## src/hdl/spf_pkg.sv

```systemverilog
// Constants, types and helpers for the serial port flag and interrupt block.
// Assumes a 32-bit APB slave port with byte addresses in the low 8 bits.
package spf_pkg;

  // Register byte offsets.
  localparam logic [7:0] SPF_OFS_STATUS = 8'h00;
  localparam logic [7:0] SPF_OFS_DATA = 8'h04;
  localparam logic [7:0] SPF_OFS_CTRL = 8'h08;
  localparam logic [7:0] SPF_OFS_EVT = 8'h0c;
  localparam logic [7:0] SPF_OFS_MASK = 8'h10;

  // Flag bit positions, shared by status, events and mask, and by enables except overrun; bit 0 is the nine-bit select in control.
  localparam int SPF_BIT_TXE = 7;
  localparam int SPF_BIT_DONE = 6;
  localparam int SPF_BIT_RXF = 5;
  localparam int SPF_BIT_IDLE = 4;
  localparam int SPF_BIT_OVR = 3;
  localparam int SPF_BIT_NINE = 0;

  // Writable bits and reset values.
  localparam logic [7:0] SPF_CTRL_WMASK = 8'hf1;
  localparam logic [7:0] SPF_FLAG_WMASK = 8'hf8;
  localparam logic [7:0] SPF_CTRL_RST = 8'h00;
  localparam logic [7:0] SPF_MASK_RST = 8'h00;
  localparam logic [7:0] SPF_FLAGS_RST = 8'hc0;

  // Run of ones on the receive input that marks an idle line.
  localparam logic [3:0] SPF_IDLE_ONES_8 = 4'ha;
  localparam logic [3:0] SPF_IDLE_ONES_9 = 4'hb;

  // The five flags as one carrier.
  typedef struct packed {
    logic txe;
    logic done;
    logic rxf;
    logic idle;
    logic ovr;
  } spf_flags_t;

  // APB answer carrier.
  typedef struct packed {
    logic [31:0] prdata;
    logic pready;
    logic pslverr;
  } spf_apb_rsp_t;

  // Places the flags at their status bit positions.
  function automatic logic [7:0] spf_flag_byte(input spf_flags_t f);
    logic [7:0] b;
    b = 8'h00;
    b[SPF_BIT_TXE] = f.txe;
    b[SPF_BIT_DONE] = f.done;
    b[SPF_BIT_RXF] = f.rxf;
    b[SPF_BIT_IDLE] = f.idle;
    b[SPF_BIT_OVR] = f.ovr;
    return b;
  endfunction : spf_flag_byte

endpackage : spf_pkg

```

## src/hdl/spf_flag_irq.sv

```systemverilog
// Status flags, clear sequences and interrupt request of a serial port.
// Assumes a shifter and receiver on the same clock that report events as
// one-cycle strobes; only the receive pin itself is asynchronous.
//
// Notes on behaviour
// Enabled flags ORed onto one interrupt output.
// Byte taken by shifter sets transmit empty.
// Status read then data write clears empty.
// Done only after whole frame and empty queue.
// Break sends no stop bit, then done.
// Done when idle; transmit pin held high.
// Status read then data write clears done.
// Done clears itself once anything is queued.
// Frame moved to data register sets full.
// Status read then data read clears full.
// Unread data plus new frame: overrun, drop.
// Status read then data read clears overrun.
// Idle after ten or eleven ones received.
// Idle rearms only after a full flag set.
// Status read then data read clears idle.
// Status bits seven down to three fixed.
// Each flag gated by its own enable; overrun uses the full (RXF) enable.
// Status read arms; data access then clears.
module spf_flag_irq
  import spf_pkg::*;
(
  // Clock and asynchronous active-low reset.
  input wire logic clk,
  input wire logic reset_n,
  // APB slave.
  input wire logic psel,
  input wire logic penable,
  input wire logic pwrite,
  input wire logic [7:0] paddr,
  input wire logic [31:0] pwdata,
  output logic [31:0] prdata,
  output logic pready,
  output logic pslverr,
  // Transmit shifter side.
  input wire logic tx_take,
  input wire logic tx_active,
  input wire logic tx_special_req,
  input wire logic tx_line,
  output logic [7:0] tx_data,
  output logic tx_data_valid,
  output logic txd,
  // Receiver side.
  input wire logic rx_pin,
  input wire logic rx_bit_tick,
  input wire logic rx_frame_done,
  input wire logic [7:0] rx_frame_data,
  // Interrupt request toward the CPU.
  output logic irq
);

  logic rst_meta_q, rst_n;
  spf_apb_rsp_t rsp_q;
  logic acc, rd_acc, wr_acc, pready_d, mapped;
  logic [7:0] rd_byte;
  logic sts_rd, dat_wr, dat_rd, evt_wr;
  spf_flags_t flags_q, flags_d, arm_q;
  logic clr_txe, clr_done, clr_rxf, clr_ovr, clr_idle;
  logic done_set, rx_accept, rx_over, idle_set, idle_ok_q;
  logic [7:0] ctrl_q, mask_q, evt_q, rx_data_q, tx_data_q, en_byte;
  logic tx_valid_q, txd_q, irq_q;
  logic rx_meta_q, rx_sync_q;
  logic [3:0] ones_q, idle_thr;

  // Reset is released through two flops so every flop leaves it together.
  always_ff @(posedge clk or negedge reset_n) begin
    if (!reset_n) begin
      rst_meta_q <= 1'b0;
      rst_n <= 1'b0;
    end else begin
      rst_meta_q <= 1'b1;
      rst_n <= rst_meta_q;
    end
  end

  // One wait state: pready rises on the second access cycle.
  assign pready_d = psel & penable & ~rsp_q.pready;
  assign acc = psel & penable & rsp_q.pready;
  assign rd_acc = acc & ~pwrite;
  assign wr_acc = acc & pwrite;
  assign sts_rd = rd_acc & (paddr == SPF_OFS_STATUS);
  assign dat_rd = rd_acc & (paddr == SPF_OFS_DATA);
  assign dat_wr = wr_acc & (paddr == SPF_OFS_DATA);
  assign evt_wr = wr_acc & (paddr == SPF_OFS_EVT);

  // Read mux; unmapped addresses read zero and answer with an error.
  always_comb begin
    mapped = 1'b1;
    rd_byte = 8'h00;
    unique case (paddr)
      SPF_OFS_STATUS: rd_byte = spf_flag_byte(flags_q);
      SPF_OFS_DATA: rd_byte = rx_data_q;
      SPF_OFS_CTRL: rd_byte = ctrl_q;
      SPF_OFS_EVT: rd_byte = evt_q;
      SPF_OFS_MASK: rd_byte = mask_q;
      default: mapped = 1'b0;
    endcase
  end

  // Answer register; data and error stand only in the pready cycle.
  always_ff @(posedge clk or negedge rst_n) begin
    if (!rst_n) begin
      rsp_q <= '0;
    end else begin
      rsp_q.pready <= pready_d;
      rsp_q.pslverr <= pready_d & ~mapped;
      rsp_q.prdata <= (pready_d & ~pwrite) ? {24'h0, rd_byte} : 32'h0;
    end
  end

  // Software-written control, mask and sticky event registers.
  always_ff @(posedge clk or negedge rst_n) begin
    if (!rst_n) begin
      ctrl_q <= SPF_CTRL_RST;
      mask_q <= SPF_MASK_RST;
      evt_q <= 8'h00;
    end else begin
      if (wr_acc && paddr == SPF_OFS_CTRL) begin
        ctrl_q <= pwdata[7:0] & SPF_CTRL_WMASK;
      end
      if (wr_acc && paddr == SPF_OFS_MASK) begin
        mask_q <= pwdata[7:0] & SPF_FLAG_WMASK;
      end
      // A new rising flag wins over a write-one-to-clear in the same cycle.
      evt_q <= (evt_q & ~(evt_wr ? pwdata[7:0] : 8'h00))
               | (spf_flag_byte(flags_d) & ~spf_flag_byte(flags_q));
    end
  end

  // Clear sequence: status read arms only the flags it saw set.
  always_ff @(posedge clk or negedge rst_n) begin
    if (!rst_n) begin
      arm_q <= '0;
    end else if (sts_rd) begin
      arm_q <= flags_q;
    end else begin
      if (dat_wr) begin
        arm_q.txe <= 1'b0;
        arm_q.done <= 1'b0;
      end
      if (dat_rd) begin
        arm_q.rxf <= 1'b0;
        arm_q.idle <= 1'b0;
        arm_q.ovr <= 1'b0;
      end
    end
  end

  assign clr_txe = dat_wr & arm_q.txe;
  assign clr_done = dat_wr & arm_q.done;
  assign clr_rxf = dat_rd & arm_q.rxf;
  assign clr_ovr = dat_rd & arm_q.ovr;
  assign clr_idle = dat_rd & arm_q.idle;

  // Transmit holding byte; a write while full overwrites the queued byte.
  always_ff @(posedge clk or negedge rst_n) begin
    if (!rst_n) begin
      tx_data_q <= 8'h00;
      tx_valid_q <= 1'b0;
    end else begin
      if (dat_wr) begin
        tx_data_q <= pwdata[7:0];
      end
      // A write in the take cycle is a new byte, so the set wins.
      if (dat_wr) begin
        tx_valid_q <= 1'b1;
      end else if (tx_take) begin
        tx_valid_q <= 1'b0;
      end
    end
  end

  // The shifter keeps tx_active up through the stop bit, or through the
  // last break bit since a break has none, so done waits for both.
  assign done_set = flags_q.txe & ~tx_active & ~tx_valid_q
                    & ~tx_special_req;

  // Receive acceptance: a frame finding unread data is dropped.
  assign rx_accept = rx_frame_done & (~flags_q.rxf | clr_rxf);
  assign rx_over = rx_frame_done & ~rx_accept;

  // Next flag values; every set wins over a clear in the same cycle.
  always_comb begin
    flags_d = flags_q;
    if (tx_take) begin
      flags_d.txe = 1'b1;
    end else if (clr_txe) begin
      flags_d.txe = 1'b0;
    end
    if (done_set) begin
      flags_d.done = 1'b1;
    end else if (clr_done || tx_valid_q || tx_special_req) begin
      flags_d.done = 1'b0;
    end
    if (rx_accept) begin
      flags_d.rxf = 1'b1;
    end else if (clr_rxf) begin
      flags_d.rxf = 1'b0;
    end
    if (rx_over) begin
      flags_d.ovr = 1'b1;
    end else if (clr_ovr) begin
      flags_d.ovr = 1'b0;
    end
    if (idle_set) begin
      flags_d.idle = 1'b1;
    end else if (clr_idle) begin
      flags_d.idle = 1'b0;
    end
  end

  // Flag register.
  always_ff @(posedge clk or negedge rst_n) begin
    if (!rst_n) begin
      flags_q <= SPF_FLAGS_RST[SPF_BIT_TXE:SPF_BIT_OVR]; // Empty, done.
    end else begin
      flags_q <= flags_d;
    end
  end

  // Received byte stays untouched when an overrun drops a frame.
  always_ff @(posedge clk or negedge rst_n) begin
    if (!rst_n) begin
      rx_data_q <= 8'h00;
    end else if (rx_accept) begin
      rx_data_q <= rx_frame_data;
    end
  end

  // Receive pin crosses in through two flops before the idle counter.
  always_ff @(posedge clk or negedge rst_n) begin
    if (!rst_n) begin
      rx_meta_q <= 1'b1;
      rx_sync_q <= 1'b1;
    end else begin
      rx_meta_q <= rx_pin;
      rx_sync_q <= rx_meta_q;
    end
  end

  // Count ones at bit ticks; saturate so a long idle line cannot wrap.
  assign idle_thr = ctrl_q[SPF_BIT_NINE] ? SPF_IDLE_ONES_9
                    : SPF_IDLE_ONES_8;
  assign idle_set = idle_ok_q & (ones_q >= idle_thr);

  always_ff @(posedge clk or negedge rst_n) begin
    if (!rst_n) begin
      ones_q <= 4'h0;
    end else if (rx_bit_tick) begin
      if (!rx_sync_q) begin
        ones_q <= 4'h0;
      end else if (ones_q != 4'hf) begin
        ones_q <= ones_q + 4'h1;
      end
    end
  end

  // Idle is reported once, then waits for a good frame to rearm.
  always_ff @(posedge clk or negedge rst_n) begin
    if (!rst_n) begin
      idle_ok_q <= 1'b1;
    end else if (rx_accept) begin
      idle_ok_q <= 1'b1;
    end else if (idle_set) begin
      idle_ok_q <= 1'b0;
    end
  end

  // Overrun rides on the receive enable as it has none of its own.
  always_comb begin
    en_byte = 8'h00;
    en_byte[SPF_BIT_TXE] = ctrl_q[SPF_BIT_TXE];
    en_byte[SPF_BIT_DONE] = ctrl_q[SPF_BIT_DONE];
    en_byte[SPF_BIT_RXF] = ctrl_q[SPF_BIT_RXF];
    en_byte[SPF_BIT_IDLE] = ctrl_q[SPF_BIT_IDLE];
    en_byte[SPF_BIT_OVR] = ctrl_q[SPF_BIT_RXF];
  end

  // Single level request and idle-high transmit pin, both registered.
  always_ff @(posedge clk or negedge rst_n) begin
    if (!rst_n) begin
      irq_q <= 1'b0;
      txd_q <= 1'b1;
    end else begin
      irq_q <= (|(spf_flag_byte(flags_q) & en_byte))
               | (|(evt_q & mask_q));
      txd_q <= flags_q.done | tx_line;
    end
  end

  assign prdata = rsp_q.prdata;
  assign pready = rsp_q.pready;
  assign pslverr = rsp_q.pslverr;
  assign tx_data = tx_data_q;
  assign tx_data_valid = tx_valid_q;
  assign txd = txd_q;
  assign irq = irq_q;
endmodule : spf_flag_irq

```

## config.mk

```make
export PLATFORM = sky130hd
export DESIGN_NAME = spf_flag_irq
export DESIGN_NICKNAME = d
export VERILOG_FILES = /design/src/hdl/spf_pkg.sv /design/src/hdl/spf_flag_irq.sv
export SDC_FILE = /design/constraint.sdc
export NUM_CORES = 1
export LEC_CHECK = 0
export ABC_AREA = 1
export BUFFER_PORTS_ARGS = -buffer_cell sky130_fd_sc_hd__buf_2
export CAP_MARGIN = 10
export CELL_PAD_IN_SITES_DETAIL_PLACEMENT = 0
export CELL_PAD_IN_SITES_GLOBAL_PLACEMENT = 1
export CORE_ASPECT_RATIO = 1.1
export CORE_MARGIN = 1
export CORE_UTILIZATION = 33
export CTS_CLUSTER_DIAMETER = 60
export DETAILED_ROUTE_END_ITERATION = 12
export GPL_ROUTABILITY_DRIVEN = 0
export PLACE_DENSITY = 0.79
export SLEW_MARGIN = 15
export SYNTH_ARGS = -nofsm -noshare
export SYNTH_HDL_FRONTEND = slang
export SYNTH_SLANG_ARGS = --single-unit
```

## constraint.sdc

```tcl
create_clock -name clk -period 2 [get_ports clk]
set_clock_uncertainty 0.2 [all_clocks]
set_input_delay 0.1 -clock clk [delete_from_list [all_inputs] [get_ports clk]]
set_output_delay 0.1 -clock clk [all_outputs]
set_load 0.03 [all_outputs]
```

==> After elaboration in Yosys (flattened, before gate mapping) <==
Index checks and enable logic that the tools add are counted.
{ "totals": {"inputBits": 60, "out_inout_bits": 45, "word_cells": 112, "register_bits": 66} }
{ "op_classes": {"bitwise_logic": 40, "addsub": 1, "mux": 24, "eq_ne": 6, "n_lt_le_gt_ge": 1, "reduce_logical": 13} }
{ "op_table": {"columns": ["operator", "count"], "rows": [
  ["one-hot mux 8 bit (5 select lines)", 1],
  ["bitwise AND 8 bit", 4],
  ["bitwise AND 1 bit", 22],
  ["== test 8 x 4 -> 1 bit (second input constant)", 2],
  ["two-way mux 1 bit", 16],
  ["two-way mux 8 bit", 2],
  ["inverter 8 bit", 2],
  ["OR reduction 8 bit", 2],
  ["== test 8 x 3 -> 1 bit (second input constant)", 1],
  ["== test 8 x 5 -> 1 bit (second input constant)", 1],
  ["zero test 8 bit", 1],
  ["two-way mux 4 bit", 2],
  ["inverter 1 bit", 8],
  ["OR 8 bit", 1],
  ["nonzero test 2 bit", 4],
  ["two-way mux 5 bit", 1],
  ["OR reduction 5 bit", 1],
  ["adder 4 x 1 -> 4 bit (second input constant)", 1],
  ["greater-or-equal comparator 4 bit", 1],
  ["inequality test 4 bit (second input constant)", 1],
  ["two-way mux 3 bit", 1],
  ["OR 1 bit", 3],
  ["logical AND 1 bit", 2],
  ["logical OR 1 bit", 2],
  ["other kinds (3)", 3]
]} }

==> Logic depth before layout (Yosys ltp) <==
{ "depth": {"depth_word": 12, "depth_mapped": 9, "mapped_depth_nobuf": 9} }

==> Least setup slack after synthesis <==
OpenSTA, ideal clock, no wires.
{ "synth_path": {"path_type": "register -> register", "startpoint": "register, netlist name pready", "endpoint": "register evt_q[4]", "required_ps": 1673, "synth_period_minus_slack_ps": 1630, "t_arrival_ps": 1303, "setup_ps": 127, "path_slack_ps": 370, "n_path_buf": 0, "path_stages_with_launch": 8, "path_cell_list": "dfrtp_1 > nand3_2 > nor2_4 > inv_2 > nor2_4 > nand2_1 > nand2_1 > o21ai_0"} }
{ "synth_between": {"elab_chain_cells": 8, "elab_cells_between_ends": 13, "cone_classes": "mux: 3; bitwise: 10"} }
{ "synth_lines": {"columns": ["item", "line", "source"], "rows": [
  ["bitwise AND 1 bit *", "spf_flag_irq.sv:82", "assign acc = psel & penable & rsp_q.pready;"],
  ["bitwise AND 1 bit", "spf_flag_irq.sv:83", "assign rd_acc = acc & ~pwrite;"],
  ["bitwise AND 1 bit", "spf_flag_irq.sv:86", "assign dat_rd = rd_acc & (paddr == SPF_OFS_DATA);"],
  ["bitwise AND 1 bit", "spf_flag_irq.sv:157", "assign clr_idle = dat_rd & arm_q.idle;"],
  ["two-way mux 1 bit", "spf_flag_irq.sv:211", "end else if (clr_idle) begin"],
  ["two-way mux 1 bit", "spf_flag_irq.sv:209", "if (idle_set) begin"],
  ["bitwise AND 8 bit", "spf_flag_irq.sv:130", "| (spf_flag_byte(flags_d) & ~spf_flag_byte(flags_q));"],
  ["OR 8 bit *", "spf_flag_irq.sv:130", null],
  ["end signal, assigned", "spf_flag_irq.sv:129", "evt_q <= (evt_q & ~(evt_wr ? pwdata[7:0] : 8'h00))"],
  ["end, declared", "spf_flag_irq.sv:64", "logic [7:0] ctrl_q, mask_q, evt_q, rx_data_q, tx_data_q, en_byte;"]
]} }
Mark *: on every way between the ends. The rest lies on a longest branch, timed or not.
A chain may end at the register's enable or synchronous reset.

==> impl_results.md <==
* Status: complete, no violations
* Clk Latency, worst-skew pair at 0.36 ns
* R2R depth at 7
* Final nets at 537
* Top post-synthesis cells by area: dfrtp_1 (47%), nand2_1 (12%), nand3_1 (7.2%), buf_4 (5.9%), dfstp_2 (4.9%)
* Core area at 9400 um^2
* DR iter-0 viols at 153
* GRT overflow at 0
* Die Span Y at 105 um
* First-pass detailed-route iteration total at 4
* Synth-to-layout area growth at 28.8%
* Crit path to: flags_q[3]
* Yosys top cell by area: dfrtp_1
* N_diodes at 0
* Most common cell in the netlist: nand2_1
* Crit-path cells: nand3_4 -> nor2_4 -> buf_4 -> nand3_1 -> a21oi_2 -> nor2_1 -> dlygate4sd3_1
* Vias per cell at 4.61
* CP Capture Type: register
* Adder-cell area share of the yosys netlist at 0.783%
* CP top delay family: buffers and inverters
* Starting Density at 34.0%
* Crit path DAT at 2.02 ns
* Final Cycle Share at 96.3%
* Clk slew on worst S/H paths at 0.08 ns
* Hold_ws at 0.0163 ns
* Share of the synthesized area in the top cell type at 47.0%
* Max incr delay on CP at 0.54 ns
* Worst Hold Class: in2reg
* Cell count after synthesis at 376
* Simple-Gate Fraction of Synth Area at 29.2%
* Power per cell area at 728 nW/um^2
* Post-Place Setup Slack at 0.351 ns
* Yosys reg bits at 66
* Avg Cell Area, Syn at 8.50 um^2
* Post-Syn Area at 3190 um^2
* Rows at 37
* Initial antenna violation count at 0
* Worst Path Max Fanout at 6
* Global-route wire length before repair at 12400 um
* Worst R2R End: flags_q[3]
* Sink Count at 66
* Synth Area in Compound Gates at 7.09%
* Critical Path RT at 2.09 ns
* R2R setup slack at 0.07 ns
* Placed Area at 3540 um^2
* Number of flops mapped to enable cells by yosys at 0
* Buf/Inv on CP at 2
* DR DRC count at 0
* GRT Util Overall at 16.3%
* CTS tree: done
* Setup TNS at 0 ns
* Post-Synth XOR/XNOR Area at 0%
* Unique cell type count in the Yosys netlist at 30
* Cts bufs inserted at 9
* Max Buffers Root-to-Sink at 2
* Minimum clock period at 1.93 ns
* Max-cap violations at 0
* Final Worst Setup Slack at 0.0746 ns
* Fmax achieved at 519 MHz
* Main combinational cell family by area after synthesis: simple AND/OR/NAND/NOR gates
* Cell Count, Final, Fillers Out at 597
* Die ar. at 10100 um^2
* Placed cells at 548
* I/O Buffers at 56
* Root Buffer: clkbuf_8
* Drt total wl at 7630 um
* RSZ-0062 raised after global routing: yes
* Synth cell count leaders: nand2_1 (104), dfrtp_1 (60), nand3_1 (46), inv_1 (30), buf_4 (25)
* Vias in the first global route at 2633
* Vias at 2751
* Sequential area share after synthesis at 51.9%
* YS warnings at 0
* Post-synthesis mux area share at 0%
* Filler instances at 942
* Final hold viol count at 0
* Routed Antenna Nets at 0
* Final Max Tran Viols at 0
* Crit-path slowest cell: dlygate4sd3_1
* Worst VDD drop at 389 uV
* Top FF cell, synth: dfrtp_1
* Mean routed wirelength per cell at 12.8 um
* Leakage at 2.10 nW
* Die width at 95.8 um
* Finished Cell Area at 4110 um^2
* Crit start category: register
* Setup violators final at 0
* Reg2reg start: pready
* I/O Pins at 105
* H-tree levels at 3
* Dpl hpwl at 5630 um
* Post-synth ARST share at 100%
* CP Class: reg2reg
* Levels on crit path at 7
* Crit. Startpoint: pready
* Largest net degree at the start of global routing at 28
* Share of post-route cells with drive strength above 1 at 24.6%
[layout make-up]
type,instances,area (um^2),area share (%)
multi-input combinational,269,1300,31.5
inverter,36,135,3.28
clock buffer,9,124,3.01
tap,117,146,3.56
clock inverter,7,103,2.49
timing repair buffer,93,648,15.8
sequential,66,1660,40.4
[power by group]
group | switching (W) | leakage (nW) | internal [W]
sequential | 0.0000412 | 0.827 | 0.00139
clock | 0.000563 | 0.110 | 0.000712
combinational | 0.000186 | 1.16 | 0.000108
total | 0.000791 | 2.10 | 0.00221
[metal layers]
| layer | GRT usage [%] | part of all wire (%) |
|---|---|---|
| met1 | 20.4 | 43 |
| met2 | 27.5 | 50 |
| met3 | 3.42 | 5.3 |
| met4 | 5.76 | 1.5 |
| met5 | 0 | 0 |
[cell usage in the layout, fill, tap and decap left out, types with 2 or more instances in the layout]
| cell type | instances |
|---|---|
| buf_2 | 56 |
| inv_2 | 6 |
| nand2_4 | 2 |
| clkinv_4 | 3 |
| nor2_2 | 6 |
| dlygate4sd3_1 | 31 |
| buf_4 | 5 |
| inv_1 | 30 |
| nand3_2 | 2 |
| nand4_1 | 2 |
| nor2_4 | 7 |
| nor3_1 | 5 |
| nand2_1 | 104 |
| ha_1 | 2 |
| a21oi_1 | 7 |
| o21ai_0 | 17 |
| clkbuf_8 | 9 |
| or2_2 | 2 |
| conb_1 | 25 |
| dfrtp_1 | 59 |
| o22ai_1 | 2 |
| nor2_1 | 17 |
| nand2_2 | 5 |
| dfstp_2 | 6 |
| nand3_1 | 46 |
| o21ai_1 | 11 |
| bufinv_16 | 2 |
[through the flow]
stage,utilization (%),total power [W]
2_1_floorplan,-,0.00164
3_3_place_gp,37.7,0.00169
3_5_place_dp,37.7,0.00170
4_1_cts,43.4,0.00302
5_1_grt,43.8,0.00311
6_report,43.8,0.00300
[tightest hold or removal path, cell delays in order]
cell,delay [ns]
buf_2,0.09
nor2_1,0.05
nand3_1,0.10
nor3_1,0.05
nor2_1,0.10
nor2_1,0.05
[flip-flops by register name (all words and copies together), names as in the netlist]
| register | flops |
|---|---|
| arm_q | 5 |
| ctrl_q | 5 |
| evt_q | 8 |
| flags_q | 5 |
| idle_ok_q | 1 |
| irq | 1 |
| mask_q | 5 |
| ones_q | 4 |
| prdata | 8 |
| pready | 1 |
| pslverr | 1 |
| rst_meta_q | 1 |
| rst_n | 1 |
| rx_data_q | 8 |
| rx_meta_q | 1 |
| rx_sync_q | 1 |
| tx_data | 8 |
| tx_data_valid | 1 |
| txd | 1 |
[timing repair]
action                                 CTS  global route
setup endpoints to repair                0             3
hold buffers                            31             0
setup buffers                            0             2
endpoints found under the hold margin   60             0
gates resized for setup                  0             4
[worst min path at each step]
| stage | to | cells past startpoint | start |
|---|---|---|---|
| finish | prdata[3] | 6 | paddr[1] |
| detailed placement | rst_meta_q | 1 | reset_n |
| global route | prdata[3] | 6 | paddr[1] |
| global placement | rst_meta_q | 1 | reset_n |
| CTS | prdata[3] | 6 | paddr[1] |
| floorplan | rst_meta_q | 0 | reset_n |
[cells by family (layout without fill, tap and decap cells)]
| logic type | after synthesis | in the layout |
|---|---|---|
| and+or+nand+nor | 200 | 200 |
| DFF | 66 | 66 |
| buffers and inverters | 64 | 145 |
| adders and majority gates | 2 | 2 |
| AOI/OAI and AO/OA | 42 | 42 |
| other | 2 | 25 |
No activity file was read; power rests on OpenSTA's default activity.
